`src/verilog/bmx_pkg.sv`:
```
package bmx_pkg;
	// ==========================================
	// Instruction encoding
	localparam logic [7:0] OPC_LOAD_ACCUM = 8'h0e;
	localparam logic [7:0] OPC_LOAD_BANK = 8'h01;
	localparam logic [6:0] OPC_STORE_ACCUM = 7'h37;
	localparam int ACCESS_BIT = 8;
	// ==========================================
	// Addressing
	localparam logic [7:0] IDX_LIMIT = 8'h5f;
	localparam logic [7:0] ACCESS_SPLIT = 8'h60;
	localparam logic [3:0] ACCESS_HI_BANK = 4'hf;
	localparam logic [3:0] ACCESS_LO_BANK = 4'h0;
	localparam logic [7:0] BANK_RESET = 8'h00;
	localparam logic [7:0] ACCUM_RESET = 8'h00;
	localparam logic [3:0] BANK_MASK = 4'hf;
	// ==========================================
	// Phases
	typedef enum logic [1:0] {
		PH_Q1 = 2'b00,
		PH_Q2 = 2'b01,
		PH_Q3 = 2'b10,
		PH_Q4 = 2'b11
	} bmx_phase_type;
endpackage
```
`src/verilog/bmx_exec.sv`:
```
// Behaviour
// - Literal load puts 8-bit immediate in accumulator
// - Store copies accumulator to file, flags untouched
// - Store opcode 0110111, bit8 access, low byte
// - File field addresses one 256-byte bank
// - Access bit 0 selects fixed access bank
// - Access bit 1 uses bank select register
// - Extended set, a=0, f<=5Fh: indexed offset
`timescale 1ns/1ps
`default_nettype none
module bmx_exec
	import bmx_pkg::*;
(
	// Clock and reset
	input wire logic core_clk,
	input wire logic rst_b,
	// Instruction from decode stage, held for a whole cycle
	input wire logic [15:0] instr_word,
	input wire logic instr_valid,
	input wire logic ext_set_en,
	input wire logic [11:0] index_base,
	// Data memory write port
	output logic mem_we,
	output logic [11:0] mem_addr,
	output logic [7:0] mem_wdata,
	// Architectural state
	output logic [7:0] accum,
	output logic [7:0] bank_select_reg,
	output logic [1:0] q_phase,
	output logic flags_we
);
	bmx_phase_type phase;
	logic [7:0] next_accum;
	logic [7:0] next_bank;
	logic next_we;
	logic [11:0] next_addr;
	logic [7:0] next_wdata;
	logic is_load_accum;
	logic is_load_bank;
	logic is_store;
	logic [7:0] fld;
	logic [11:0] eff_addr;

	// Phase sequencer, Q4 is the write phase
	bmx_phase_gen u_phase (
		.core_clk(core_clk),
		.rst_b(rst_b),
		.phase(phase)
	);

	// ==========================================
	// Decode
	always_comb begin
		fld = instr_word[7:0];
		is_load_accum = instr_valid && instr_word[15:8] == OPC_LOAD_ACCUM;
		is_load_bank = instr_valid && instr_word[15:8] == OPC_LOAD_BANK;
		is_store = instr_valid && instr_word[15:9] == OPC_STORE_ACCUM;
	end

	// ==========================================
	// Effective address
	always_comb begin
		if (instr_word[ACCESS_BIT]) begin
			eff_addr = {bank_select_reg[3:0] & BANK_MASK, fld};
		end else if (ext_set_en && fld <= IDX_LIMIT) begin
			// Sum wraps at 12 bits like the data space
			// Indexed literal offset
			eff_addr = index_base + {4'h0, fld};
		end else if (fld < ACCESS_SPLIT) begin
			eff_addr = {ACCESS_LO_BANK, fld};
		end else begin
			// Fields from 60h up map to top bank
			eff_addr = {ACCESS_HI_BANK, fld};
		end
	end

	// ==========================================
	// Execute, all writes land in Q4
	always_comb begin
		next_accum = accum;
		next_bank = bank_select_reg;
		next_we = 1'b0;
		// Address and data hold, so memory sees no glitch
		next_addr = mem_addr;
		next_wdata = mem_wdata;
		if (phase == PH_Q4) begin
			if (is_load_accum) begin
				next_accum = fld;
			end
			if (is_load_bank) begin
				next_bank = fld;
			end
			// One of 256 locations per bank
			if (is_store) begin
				next_we = 1'b1;
				next_addr = eff_addr;
				next_wdata = accum;
			end
		end
	end

	always_ff @(posedge core_clk or negedge rst_b) begin
		if (!rst_b) begin
			accum <= ACCUM_RESET;
			bank_select_reg <= BANK_RESET;
			mem_we <= 1'b0;
			mem_addr <= 12'h000;
			mem_wdata <= 8'h00;
		end else begin
			accum <= next_accum;
			bank_select_reg <= next_bank;
			mem_we <= next_we;
			mem_addr <= next_addr;
			mem_wdata <= next_wdata;
		end
	end

	// None of these instructions touches status
	assign flags_we = 1'b0;
	assign q_phase = phase;

	// ==========================================
	// Checks
	// Literal reaches accumulator
	AST_LOAD_ACCUM: assert property (
		@(posedge core_clk) disable iff (!rst_b)
		phase == PH_Q4 && is_load_accum |=> accum == $past(fld))
		else $error("accumulator not loaded");

	AST_ACCUM_HOLD: assert property (
		@(posedge core_clk) disable iff (!rst_b)
		$changed(accum) |-> $past(phase) == PH_Q4
		&& $past(is_load_accum))
		else $error("accumulator changed without load");

	AST_STORE_DATA: assert property (
		@(posedge core_clk) disable iff (!rst_b)
		phase == PH_Q4 && is_store |=> mem_we && mem_wdata == $past(accum)
		&& $stable(accum))
		else $error("store data wrong");

	AST_WE_PULSE: assert property (
		@(posedge core_clk) disable iff (!rst_b)
		mem_we |=> !mem_we [*3])
		else $error("write strobe too long");

	AST_WE_AFTER_Q4: assert property (
		@(posedge core_clk) disable iff (!rst_b)
		mem_we |-> $past(phase) == PH_Q4)
		else $error("write outside Q4");

	AST_ADDR_HOLD: assert property (
		@(posedge core_clk) disable iff (!rst_b)
		!mem_we |-> $stable(mem_addr) && $stable(mem_wdata))
		else $error("address or data moved without write");

	AST_STORE_DECODE: assert property (
		@(posedge core_clk) disable iff (!rst_b)
		mem_we |-> $past(instr_word[15:9]) == OPC_STORE_ACCUM)
		else $error("write without store opcode");

	AST_REFUSED: assert property (
		@(posedge core_clk) disable iff (!rst_b)
		phase == PH_Q4 && !instr_valid |=> !mem_we && $stable(accum)
		&& $stable(bank_select_reg))
		else $error("invalid word had an effect");

	AST_LOW_BYTE: assert property (
		@(posedge core_clk) disable iff (!rst_b)
		mem_we && !$past(ext_set_en) |-> mem_addr[7:0] == $past(fld))
		else $error("file field not used");

	AST_ACCESS_BANK: assert property (
		@(posedge core_clk) disable iff (!rst_b)
		phase == PH_Q4 && is_store && !instr_word[ACCESS_BIT] && !ext_set_en
		|=> mem_addr[11:8] == (mem_addr[7:0] < ACCESS_SPLIT ?
		ACCESS_LO_BANK : ACCESS_HI_BANK))
		else $error("access bank wrong");

	AST_BANKED: assert property (
		@(posedge core_clk) disable iff (!rst_b)
		phase == PH_Q4 && is_store && instr_word[ACCESS_BIT]
		|=> mem_addr[11:8] == $past(bank_select_reg[3:0]))
		else $error("bank select not used");

	AST_INDEXED: assert property (
		@(posedge core_clk) disable iff (!rst_b)
		phase == PH_Q4 && is_store && !instr_word[ACCESS_BIT] && ext_set_en
		&& fld <= IDX_LIMIT |=> mem_addr == $past(index_base)
		+ {4'h0, $past(fld)})
		else $error("indexed address wrong");

	AST_BANK_VALUE: assert property (
		@(posedge core_clk) disable iff (!rst_b)
		phase == PH_Q4 && is_load_bank
		|=> bank_select_reg == $past(fld))
		else $error("bank select not loaded");

	AST_BANK_Q4: assert property (
		@(posedge core_clk) disable iff (!rst_b)
		$changed(bank_select_reg) |-> $past(phase) == PH_Q4
		&& $past(is_load_bank))
		else $error("bank select changed outside Q4");

	AST_ONE_CYCLE: assert property (
		@(posedge core_clk) disable iff (!rst_b)
		phase == PH_Q4 |=> phase == PH_Q1 ##1 phase == PH_Q2
		##1 phase == PH_Q3 ##1 phase == PH_Q4)
		else $error("phase sequence broken");
endmodule
`default_nettype wire

```
`src/verilog/bmx_phase_gen.sv`:
```
`timescale 1ns/1ps
`default_nettype none
module bmx_phase_gen
	import bmx_pkg::*;
(
	// Clock and reset
	input wire logic core_clk,
	input wire logic rst_b,
	// Phase
	output bmx_phase_type phase
);
	bmx_phase_type next_phase;

	// ==========================================
	// Four-phase sequencer
	always_comb begin
		case (phase)
			PH_Q1: next_phase = PH_Q2;
			PH_Q2: next_phase = PH_Q3;
			PH_Q3: next_phase = PH_Q4;
			PH_Q4: next_phase = PH_Q1;
			default: next_phase = PH_Q1;
		endcase
	end

	always_ff @(posedge core_clk or negedge rst_b) begin
		if (!rst_b) begin
			phase <= PH_Q1;
		end else begin
			phase <= next_phase;
		end
	end
endmodule
`default_nettype wire

```
`config.mk`:
```
export PLATFORM = sky130hd
export DESIGN_NAME = bmx_exec
export DESIGN_NICKNAME = d
export VERILOG_FILES = /design/src/verilog/bmx_pkg.sv /design/src/verilog/bmx_exec.sv /design/src/verilog/bmx_phase_gen.sv
export SDC_FILE = /design/constraint.sdc
export NUM_CORES = 1
export LEC_CHECK = 0
export ABC_AREA = 1
export BUFFER_PORTS_ARGS = -buffer_cell sky130_fd_sc_hd__buf_4
export CORE_MARGIN = 2
export CORE_UTILIZATION = 51
export CTS_CLUSTER_SIZE = 16
export DETAILED_ROUTE_END_ITERATION = 6
export PLACE_DENSITY = 0.78
export SLEW_MARGIN = 20
export SYNTH_ARGS = -nofsm -noshare
export SYNTH_HDL_FRONTEND = slang
export SYNTH_SLANG_ARGS = --single-unit
```
`constraint.sdc`:
```
create_clock -name core_clk -period 1.7 [get_ports core_clk]
set_input_delay 0.34 -clock core_clk [delete_from_list [all_inputs] [get_ports core_clk]]
set_output_delay 0.34 -clock core_clk [all_outputs]
set_load 0.05 [all_outputs]
```
==> flow_metrics.py, run 1 <==
metrics = {
    "clocking": {
        "clockBufferDepth": 2,
        "tritoncts": "built",
        "clkTransAtPathRegs_ps": 80,
        "insertion_delay_ps": 290,
        "root_buffer": "clkbuf_8",
        "cts_max_level": 2,
        "numClockSinks": 39,
        "holdBufCountCts": 0,
        "cts_buffers": 5,
    },
    "global_routing": {
        "grt_pass1_wl_um": 9710,
        "grt_pass1_vias": 2119,
        "grt_max_degree": 40,
        "antenna_found_initial": 0,
        "gr-total-overflow": 0,
        "track_usage_pct": 24.3,
    },
    "synthesis": {
        "ys_async_sr_fraction_pct": 100,
        "syn_avg_cell_area_um2": 8.27,
        "yosys_warnings": 0,
        "synth-edff-count": 0,
        "netlist_area_um2": 2310,
        "synthFlopType": "dfrtp_1",
        "synth_fa_ha_area_share_pct": 6.84,
        "syn_nets": 323,
        "synth-compound-area-share_pct": 13.5,
        "synth_simple_gate_area_share_pct": 28.1,
        "synth_area_leaders": "dfrtp_1, nand2_1, o21ai_2",
        "synth-seq-cells": 39,
        "yosysMostFrequentCell": "nand2_1",
        "synth_mux_area_share_pct": 0,
        "synth_top_area_share_pct": 42.3,
        "netlist_top_cells_count": "nand2_1, dfrtp_1, inv_1",
        "synth_xor_area_share_pct": 1.52,
        "synth.largest_area_cell": "dfrtp_1",
        "synth_cell_type_count": 36,
        "synthCells": 279,
        "synth_top_family_by_area": "simple AND/OR/NAND/NOR gates",
        "synth_seq_area_share_pct": 42.3,
    },
    "cells_and_area": {
        "synthToLayoutAreaGrowth_pct": 35.8,
        "largest_reg_flops": 12,
        "final_nets": 416,
        "diodes": 0,
        "drive_gt1_share_pct": 36.2,
        "finish.utilization_pct": 71.9,
        "fillers": 364,
        "ff_latch_area_um2": 978,
        "top_register": "mem_addr",
        "multiInputGateArea_um2": 1160,
    },
    "timing": {
        "tns_ps": 0,
        "hold_viol": 0,
        "setup_viol": 0,
        "max_freq_mhz": 631,
        "fin_crit_sh_pct": 93.2,
        "rsz0062_at_grt": "no",
        "period_needed_ps": 1580,
        "whs_ps": 9.06,
        "skew_ps": 4.98,
        "drv_slew": 0,
    },
    "worst_setup_path": {
        "crit_chain": "ha_1 -> nand2_1 -> nor3_2 -> nand3_2 -> inv_2 -> o21ai_0 -> a21oi_1 -> a21boi_0",
        "worst-setup-path-type": "reg2reg",
        "cp_slowest_cell": "dfrtp_2",
        "worstSetupEndpointType": "flop",
        "cp_num_buf_inv": 1,
        "crit_family": "compound AO/OA/AOI/OAI gates",
        "critPathMaxFanout": 4,
        "worstPathRequired_ps": 1870,
        "cp-start-kind": "flop",
        "crit_path_max_incr_delay_ps": 410,
        "cp.arrival_ps": 1760,
    },
    "hold_path": {
        "hold_class": "in2async",
    },
    "place": {
        "dp_hpwl_um": 4730,
        "io_buffers": 70,
        "place.gp.congestion": 0.884,
    },
    "floorplan": {
        "die_width_um": 71.2,
        "row_count": 24,
        "initial_utilization_pct": 53.0,
        "die_h_um": 71.2,
        "core_um2": 4350,
        "die_area_um2": 5080,
        "ioPinCount": 72,
    },
    "power_and_ir_drop": {
        "max-vdd-ir-drop_mv": 0.284,
        "p_per_area_nw_per_um2": 679,
        "power.leakage_uw": 0.00177,
    },
    "routing": {
        "drt-pass1-iter-count": 4,
        "post-route-drc-count": 0,
        "wirelength_um": 5770,
        "vias_per_cell": 5.13,
        "wl_per_cell_um": 13.6,
        "drt_iter0_drc": 117,
        "ant_nets": 0,
        "vias": 2181,
    },
    "flow_run": {
        "maxCapViolCount": 0,
    },
    "run_status": {
        "status": "completed",
    },
}
==> final timing paths <==
kind	from	end	slack (ps)	depth (start not counted)
max	u_phase.phase[1]	mem_addr[9]	120	8
min	rst_b	mem_wdata[1]	9	1
max reg2reg	u_phase.phase[1]	mem_addr[9]	120	8
min reg2reg	mem_wdata[0]	mem_wdata[0]	480	2
max in group asynchronous	rst_b	u_phase.phase[0]	1330	1
min in group core_clk	index_base[10]	mem_addr[10]	380	4
==> metrics by stage <==
step / setup WS (ps) / area (um^2) / std cells / total power, uW
floorplan: 14.4 / 2310 / 279 / 1180
global placement: -168 / 3010 / 417 / 1370
detailed placement: -225 / 3010 / 417 / 1380
CTS: 81.8 / 3130 / 425 / 2130
global route: 5.80 / 3130 / 425 / 2230
finish: 116 / 3130 / 425 / 2130
==> cell usage in the layout (no fill, tap or decap), drive strengths merged <==
master,instances
clkbuf,5
xnor2,3
nand2,95
a21o,1
a21oi,13
nor3b,1
o211ai,3
nand4,5
a21boi,1
nor4,2
xor2,1
a2bb2oi,2
bufinv,1
buf,92
nor3,3
nand3b,1
nand3,14
o21ai,26
nor2,14
fa,1
ha,11
or2,3
conb,1
inv,32
dfrtp,39
clkinv,3
==> timing repair <==
action / in CTS / in global routing
setup buffers: 0 / 0
gates resized for setup: 0 / 1
endpoints found under the setup margin: 0 / 1
==> logic make-up after synthesis <==
kind of cell / after synthesis
DFF: 39
buffers and inverters: 39
other: 1
AOI/OAI and AO/OA: 46
xor gates and xnor gates: 4
adders and majority gates: 12
and+or+nand+nor: 138
==> layer usage <==
metal	wire length [um]	track usage, %	vias up
met5	0	0	-
met4	100	8.39	0
met3	311	3.52	9
met2	2960	43.2	71
met1	2390	30.0	1018
li1	-	-	1083
==> layout make-up <==
class                      instances  share of cell area, %
sequential                        39                   31.3
clock inverter                     3                   1.40
timing repair buffer              92                   22.1
clock buffer                       5                   2.20
tap                               52                   2.08
inverter                          33                   4.00
multi-input combinational        201                   37.0
==> worst register-to-register path, stage by stage, from the launching register on <==
cell and delay (ps):
dfrtp_2 410, ha_1 220, nand2_1 100, nor3_2 130, nand3_2 100, inv_2 90, o21ai_0 140, a21oi_1 180
a21boi_0 100
==> power breakdown <==
part           internal [uW]  switching (uW)
Clock                    437             328
Sequential               939            8.96
Combinational            172             241
Note: power is estimated with default switching activity, not from simulation.
==> inputs of run 2 (changes only) <==
--- a/config.mk
+++ b/config.mk
@@ -6,8 +6,8 @@
 export NUM_CORES = 1
 export LEC_CHECK = 0
-export ABC_AREA = 1
 export BUFFER_PORTS_ARGS = -buffer_cell sky130_fd_sc_hd__buf_4
+export CAP_MARGIN = 40
 export CORE_MARGIN = 2
-export CORE_UTILIZATION = 51
+export CORE_UTILIZATION = 50
 export CTS_CLUSTER_SIZE = 16
 export DETAILED_ROUTE_END_ITERATION = 6
==> constraint.sdc (replaced) <==
create_clock -name core_clk -period 1.7 [get_ports core_clk]
set_input_delay 0 -clock core_clk [delete_from_list [all_inputs] [get_ports core_clk]]
set_output_delay 0 -clock core_clk [all_outputs]
set_load 0.05 [all_outputs]
==> run 2 against run 1 <==
  * The run now ends with negative setup slack left
  * Area after synthesis decreased by 8.7%
  * First-iteration DRC count decreased by 26%
  * Cell area decreased by 3.4%
  * Clock-buffer cell count unchanged
  * Via count decreased by 12%
  * Clock skew increased by 3.8 ps
  * Critical path type unchanged
  * Largest power group unchanged
  * Highest routed layer unchanged
==> flow_metrics.py, run 2 <==
metrics = {
    "cells_and_area": {
        "largest_reg_flops": 12,
        "top_register": "mem_addr",
        "instances_no_fill": 365,
        "final_cell_mix": "buf_4, nand2_1, dfrtp_1, a21oi_1, o21ai_0",
        "synthToLayoutAreaGrowth_pct": 43.6,
        "fillers": 309,
        "final_common_cell": "buf_4",
        "final_nets": 358,
        "diodes": 0,
        "drive_gt1_share_pct": 42.2,
    },
    "worst_setup_path": {
        "worstReg2RegEnd": "bank_select_reg[0]",
        "startpoint": "u_phase.phase[0]",
        "worstReg2RegStart": "u_phase.phase[0]",
        "critPathMaxFanout": 4,
        "r2r_cells": 6,
        "r2r_setup_slack_ps": -340,
        "cp.arrival_ps": 2230,
        "worstPathRequired_ps": 1890,
        "worstSetupEndpointType": "flop",
        "cp-start-kind": "flop",
        "worst-setup-path-type": "reg2reg",
    },
    "timing": {
        "tns_ps": -4530,
        "max_freq_mhz": 490,
        "rsz0062_at_grt": "yes",
        "whs_ps": 4.73,
        "drv_slew": 0,
        "setup_viol": 25,
        "hold_viol": 0,
        "skew_ps": 8.74,
        "period_needed_ps": 2040,
        "fin_crit_sh_pct": 120,
        "setup_ws_ps": -341,
    },
    "global_routing": {
        "grt-busiest-layer": "met2",
        "grt_max_degree": 40,
        "grtUsageMet1_pct": 30.8,
        "met2_usage_pct": 39.5,
        "track_usage_pct": 23.7,
        "grt_pass1_wl_um": 8050,
        "gr-total-overflow": 0,
        "grt_pass1_vias": 1760,
        "antenna_found_initial": 0,
        "global_route.usage.met3_pct": 5.52,
    },
    "clocking": {
        "tritoncts": "built",
        "insertion_delay_ps": 300,
        "clockBufferDepth": 2,
        "cts_setup_buffers": 0,
        "cts_buffers": 5,
        "numClockSinks": 39,
        "root_buffer": "clkbuf_8",
        "cts_max_level": 2,
        "clkTransAtPathRegs_ps": 80,
    },
    "flow_run": {
        "maxCapViolCount": 0,
    },
    "power_and_ir_drop": {
        "power.leakage_uw": 0.00161,
        "p_per_area_nw_per_um2": 707,
        "switching_share_pct": 27.0,
        "p_int_uw": 1560,
        "seqPwrFrac_pct": 44.3,
        "pwr-share-clk_pct": 37.5,
        "max-vdd-ir-drop_mv": 0.389,
        "finalPower_uw": 2140,
        "comb_power_share_pct": 18.2,
        "p_switching_uw": 578,
    },
    "synthesis": {
        "yosys_warnings": 0,
        "synth.largest_area_cell": "dfrtp_1",
        "synth-seq-cells": 39,
        "synth_cell_type_count": 43,
        "syn_nets": 259,
        "synth_area_leaders": "dfrtp_1, nand2_1, ha_1",
        "synth_top_area_share_pct": 46.3,
        "synthCells": 215,
        "netlist_top_cells_count": "dfrtp_1, nand2_1, a21oi_1",
        "ys_async_sr_fraction_pct": 100,
        "yosysMostFrequentCell": "dfrtp_1",
        "synth-edff-count": 0,
        "syn_avg_cell_area_um2": 9.79,
        "synthFlopType": "dfrtp_1",
        "synth_seq_area_share_pct": 46.3,
        "netlist_area_um2": 2110,
    },
    "hold_path": {
        "holdPathStages": 2,
        "hp-start": "instr_word[7]",
        "hold_class": "in2reg",
        "holdPathEnd": "bank_select_reg[7]",
    },
    "floorplan": {
        "initial_utilization_pct": 52.3,
        "row_count": 23,
        "die_area_um2": 4750,
        "die_width_um": 68.9,
        "core_um2": 4030,
        "die_h_um": 68.9,
        "ioPinCount": 72,
    },
    "routing": {
        "wirelength_um": 5300,
        "vias": 1930,
        "drt-pass1-iter-count": 4,
        "drt_iter0_drc": 86,
        "ant_nets": 0,
        "post-route-drc-count": 0,
        "vias_per_cell": 5.29,
        "wl_per_cell_um": 14.5,
    },
    "place": {
        "place.gp.congestion": 0.886,
        "io_buffers": 70,
        "post-place-cells": 355,
        "dp_hpwl_um": 4080,
    },
    "run_status": {
        "status": "finished with violations",
        "violations": "negative setup slack",
    },
}
## run 2: cell types whose count changed in the layout (fill, tap and decap cells not counted), moves of 5 or more
cell     previous run  this run
buf_4              92        97
inv_1              29        10
mux2_2              0         8
mux2_4              0         7
nand2_1            93        38
nand3_1            12         6
o21ai_0             5        15
o21ai_2            17         0
## run 2: power groups by stage
stage | Sequential (uW) | Clock [uW] | Combinational [uW]
after global placement | 966 | 0 | 377
after global routing | 950 | 857 | 423
final | 948 | 802 | 390
after floorplan | 1010 | 0 | 150
after detailed placement | 966 | 0 | 386
after CTS | 948 | 821 | 390
## run 2: metal layers
metal	share of wire, %	up-vias
met1	41	906
met2	50	71
met4	1.4	0
met5	0	-
li1	-	945
met3	7.2	8
## run 2: per-stage QoR
stage / utilization, % / worst slack, ps / cell area (um^2)
floorplan: - / -449 / 2170
global placement: 71.5 / -269 / 2880
detailed placement: 71.5 / -296 / 2880
CTS: 74.7 / -309 / 3010
global route: 75.1 / -397 / 3020
finish: 75.1 / -341 / 3020
## run 2: logic make-up (layout without fill, tap and decap cells)
| kind of cell | after synthesis | in the layout | synth area share (%) |
|---|---|---|---|
| compound gates | 52 | 52 | 15.3 |
| xor+xnor | 3 | 3 | 1.25 |
| fa+ha+maj | 12 | 12 | 7.49 |
| buf+inv | 19 | 119 | 4.04 |
| flops | 39 | 39 | 46.3 |
| mux | 16 | 16 | 9.74 |
| other cells | 1 | 1 | 0.178 |
| simple gates | 73 | 73 | 15.6 |
## run 2: cell type report
cell class | count | area (um^2) | area share, %
tap | 50 | 62.6 | 2.07
clock buffer | 5 | 68.8 | 2.28
timing repair buffer | 100 | 754 | 24.9
clock inverter | 3 | 47.5 | 1.57
inverter | 11 | 46.3 | 1.53
sequential | 39 | 978 | 32.4
multi-input combinational | 157 | 1070 | 35.3
## run 2: critical path, cell delays in order, from the launching register on
cell and delay, ps:
dfrtp_2 390, ha_4 120, nand4bb_1 110, or3_4 340, or4b_4 500, buf_2 170, mux2_4 290
## run 2: worst max-delay path by stage
stage / endpoint / slack (ps) / cells past startpoint
after floorplan: bank_select_reg[0] / -450 / 6
after global placement: bank_select_reg[2] / -270 / 6
after detailed placement: bank_select_reg[0] / -300 / 6
after CTS: bank_select_reg[7] / -310 / 6
after global routing: bank_select_reg[7] / -400 / 6
final: bank_select_reg[0] / -340 / 6
## run 2: what timing repair did
| item | CTS | global route |
|---|---|---|
| gates cloned | 0 | 1 |
| pin swaps | 1 | 0 |
| resized for setup | 1 | 2 |
| hold endpoints to repair | 39 | 0 |
| setup endpoints to repair | 21 | 36 |
| hold buffers | 1 | 0 |
==> inputs of run 3 (changes only) <==
Settings changed: CTS_CLUSTER_DIAMETER set to 80, PLACE_DENSITY 0.78 to 0.77, SYNTH_HIERARCHICAL set to 1.
==> run 3 against run 2 <==
  * The run now ends clean
  * Clock skew shrank 3.1 ps
  * Flip-flop and latch count is the same
  * First-iteration DRC count up 7.0%
  * Wire length is 1.3% lower
  * Utilization is 0.25 points lower
==> flow_metrics.py, run 3 <==
metrics = {
    "power_and_ir_drop": {
        "max-vdd-ir-drop_mv": 0.409,
        "p_per_area_nw_per_um2": 641,
        "power.leakage_uw": 0.00159,
    },
    "synthesis": {
        "synthFlopType": "dfrtp_1",
        "synth-seq-cells": 39,
        "netlist_area_um2": 2140,
        "synthCells": 197,
        "netlist_top_cells_count": "dfrtp_1, nand2_1, mux2_2",
        "yosysMostFrequentCell": "dfrtp_1",
        "synth_top_family_by_area": "multiplexers",
        "synth-compound-area-share_pct": 13.0,
        "synth_fa_ha_area_share_pct": 6.79,
        "yosys_warnings": 6,
        "syn_avg_cell_area_um2": 10.8,
        "synth_top_area_share_pct": 45.7,
        "synth_seq_area_share_pct": 45.7,
        "synth.largest_area_cell": "dfrtp_1",
        "syn_nets": 240,
        "synth_xor_area_share_pct": 1.64,
        "ys_async_sr_fraction_pct": 100,
        "synth_area_leaders": "dfrtp_1, mux2_2, ha_1",
        "synth_cell_type_count": 46,
        "synth_simple_gate_area_share_pct": 14.1,
        "synth-edff-count": 0,
        "synth_mux_area_share_pct": 14.8,
    },
    "global_routing": {
        "grt_pass1_vias": 1848,
        "antenna_found_initial": 0,
        "gr-total-overflow": 0,
        "grt_pass1_wl_um": 8810,
        "track_usage_pct": 22.9,
        "grt_max_degree": 40,
    },
    "routing": {
        "drt-pass1-iter-count": 4,
        "wl_per_cell_um": 15.2,
        "post-route-drc-count": 0,
        "vias_per_cell": 5.28,
        "vias": 1818,
        "wirelength_um": 5230,
        "ant_nets": 0,
        "drt_iter0_drc": 92,
    },
    "timing": {
        "rsz0062_at_grt": "no",
        "max_freq_mhz": 615,
        "setup_ws_ps": 75.2,
        "hold_viol": 0,
        "skew_ps": 5.64,
        "period_needed_ps": 1620,
        "drv_slew": 0,
        "fin_crit_sh_pct": 95.6,
        "tns_ps": 0,
        "setup_viol": 0,
        "whs_ps": 11.5,
    },
    "flow_run": {
        "maxCapViolCount": 0,
    },
    "clocking": {
        "cts_buffers": 5,
        "clkTransAtPathRegs_ps": 80,
        "clockBufferDepth": 2,
        "insertion_delay_ps": 290,
        "tritoncts": "built",
        "numClockSinks": 39,
        "cts_setup_buffers": 0,
        "root_buffer": "clkbuf_8",
        "cts_max_level": 2,
    },
    "worst_setup_path": {
        "worstPathRequired_ps": 1870,
        "cp.arrival_ps": 1790,
        "worstSetupEndpointType": "flop",
        "critPathMaxFanout": 10,
        "cp-start-kind": "flop",
        "worst-setup-path-type": "reg2reg",
    },
    "floorplan": {
        "core_um2": 4060,
        "die_area_um2": 4810,
        "ioPinCount": 72,
        "die_width_um": 69.4,
        "row_count": 23,
        "initial_utilization_pct": 52.7,
        "die_h_um": 69.4,
    },
    "place": {
        "place.gp.congestion": 0.907,
        "io_buffers": 70,
        "place_ws_ps": -100,
        "dp_hpwl_um": 3870,
    },
    "cells_and_area": {
        "top_register": "mem_addr",
        "final_cell_mix": "buf_4, dfrtp_1, nand2_1, mux2_2",
        "largest_reg_flops": 12,
        "final_nets": 336,
        "diodes": 0,
        "synthToLayoutAreaGrowth_pct": 42.0,
        "multiInputGateArea_um2": 1110,
        "final_common_cell": "buf_4",
        "finish.utilization_pct": 74.8,
        "ff_latch_area_um2": 978,
        "fillers": 294,
        "drive_gt1_share_pct": 43.9,
    },
    "run_status": {
        "status": "completed",
    },
    "hold_path": {
        "hold_class": "in2reg",
    },
}
-- run 3: per-stage QoR --
step	std cells	power (uW)	area (um^2)
floorplan	197	1170	2180
global placement	328	1330	2860
detailed placement	328	1340	2860
CTS	344	1960	3030
global route	344	2030	3040
finish	344	1950	3040
-- run 3: worst paths after layout --
path                                  start                  to  slack [ps]  cells after the start
min in group asynchronous             rst_b        mem_addr[11]         210                      2
min                           instr_word[5]  bank_select_reg[5]          10                      2
max in group asynchronous             rst_b    u_phase/phase[1]        1120                      2
min reg2reg                     mem_addr[6]         mem_addr[6]         510                      2
max                        u_phase/phase[1]        mem_addr[11]          80                      6
max reg2reg                u_phase/phase[1]        mem_addr[11]          80                      6
-- run 3: what timing repair did --
action | in CTS | in global routing
resized for setup | 0 | 2
hold endpoints to repair | 51 | 0
hold buffers | 8 | 0
endpoints found under the setup margin | 0 | 1
-- run 3: layout make-up --
type / instances / area share (%)
multi-input combinational: 141 / 36.4
sequential: 39 / 32.2
timing repair buffer: 96 / 24.8
inverter: 10 / 1.65
tap: 50 / 2.06
clock buffer: 6 / 2.39
clock inverter: 2 / 0.412
-- run 3: cells by family (layout without fill, tap and decap cells) --
group | count (synthesis) | in the layout
XOR/XNOR | 4 | 4
multiplexers | 26 | 26
adder cells (fa/ha/maj) | 11 | 11
buffers and inverters | 17 | 114
AO/OA/AOI/OAI | 43 | 43
other | 1 | 1
AND/OR/NAND/NOR | 56 | 56
flip-flops | 39 | 39
-- run 3: per-layer routing --
metal	track usage (%)	vias to the layer above	share of wire, %
met4	6.54	0	0.75
met3	5.67	4	6.4
met2	37.2	61	46
li1	-	899	-
met5	0	-	0
met1	30.4	854	47
-- run 3: worst max-delay path, cell delays in order (launching register included) --
cell and delay [ps]:
dfrtp_2 400, nand2_2 70, or4_4 500, clkinv_8 120, nand2_2 80, nor4b_2 270
a211oi_1 80
-- run 3: where the power goes --
part / switching, uW / leakage [uW] / internal (uW)
Sequential: 9.74 / 0.000536 / 942
Combinational: 212 / 0.00101 / 172
Clock: 325 / 0.0000412 / 287
Total: 546 / 0.00159 / 1400
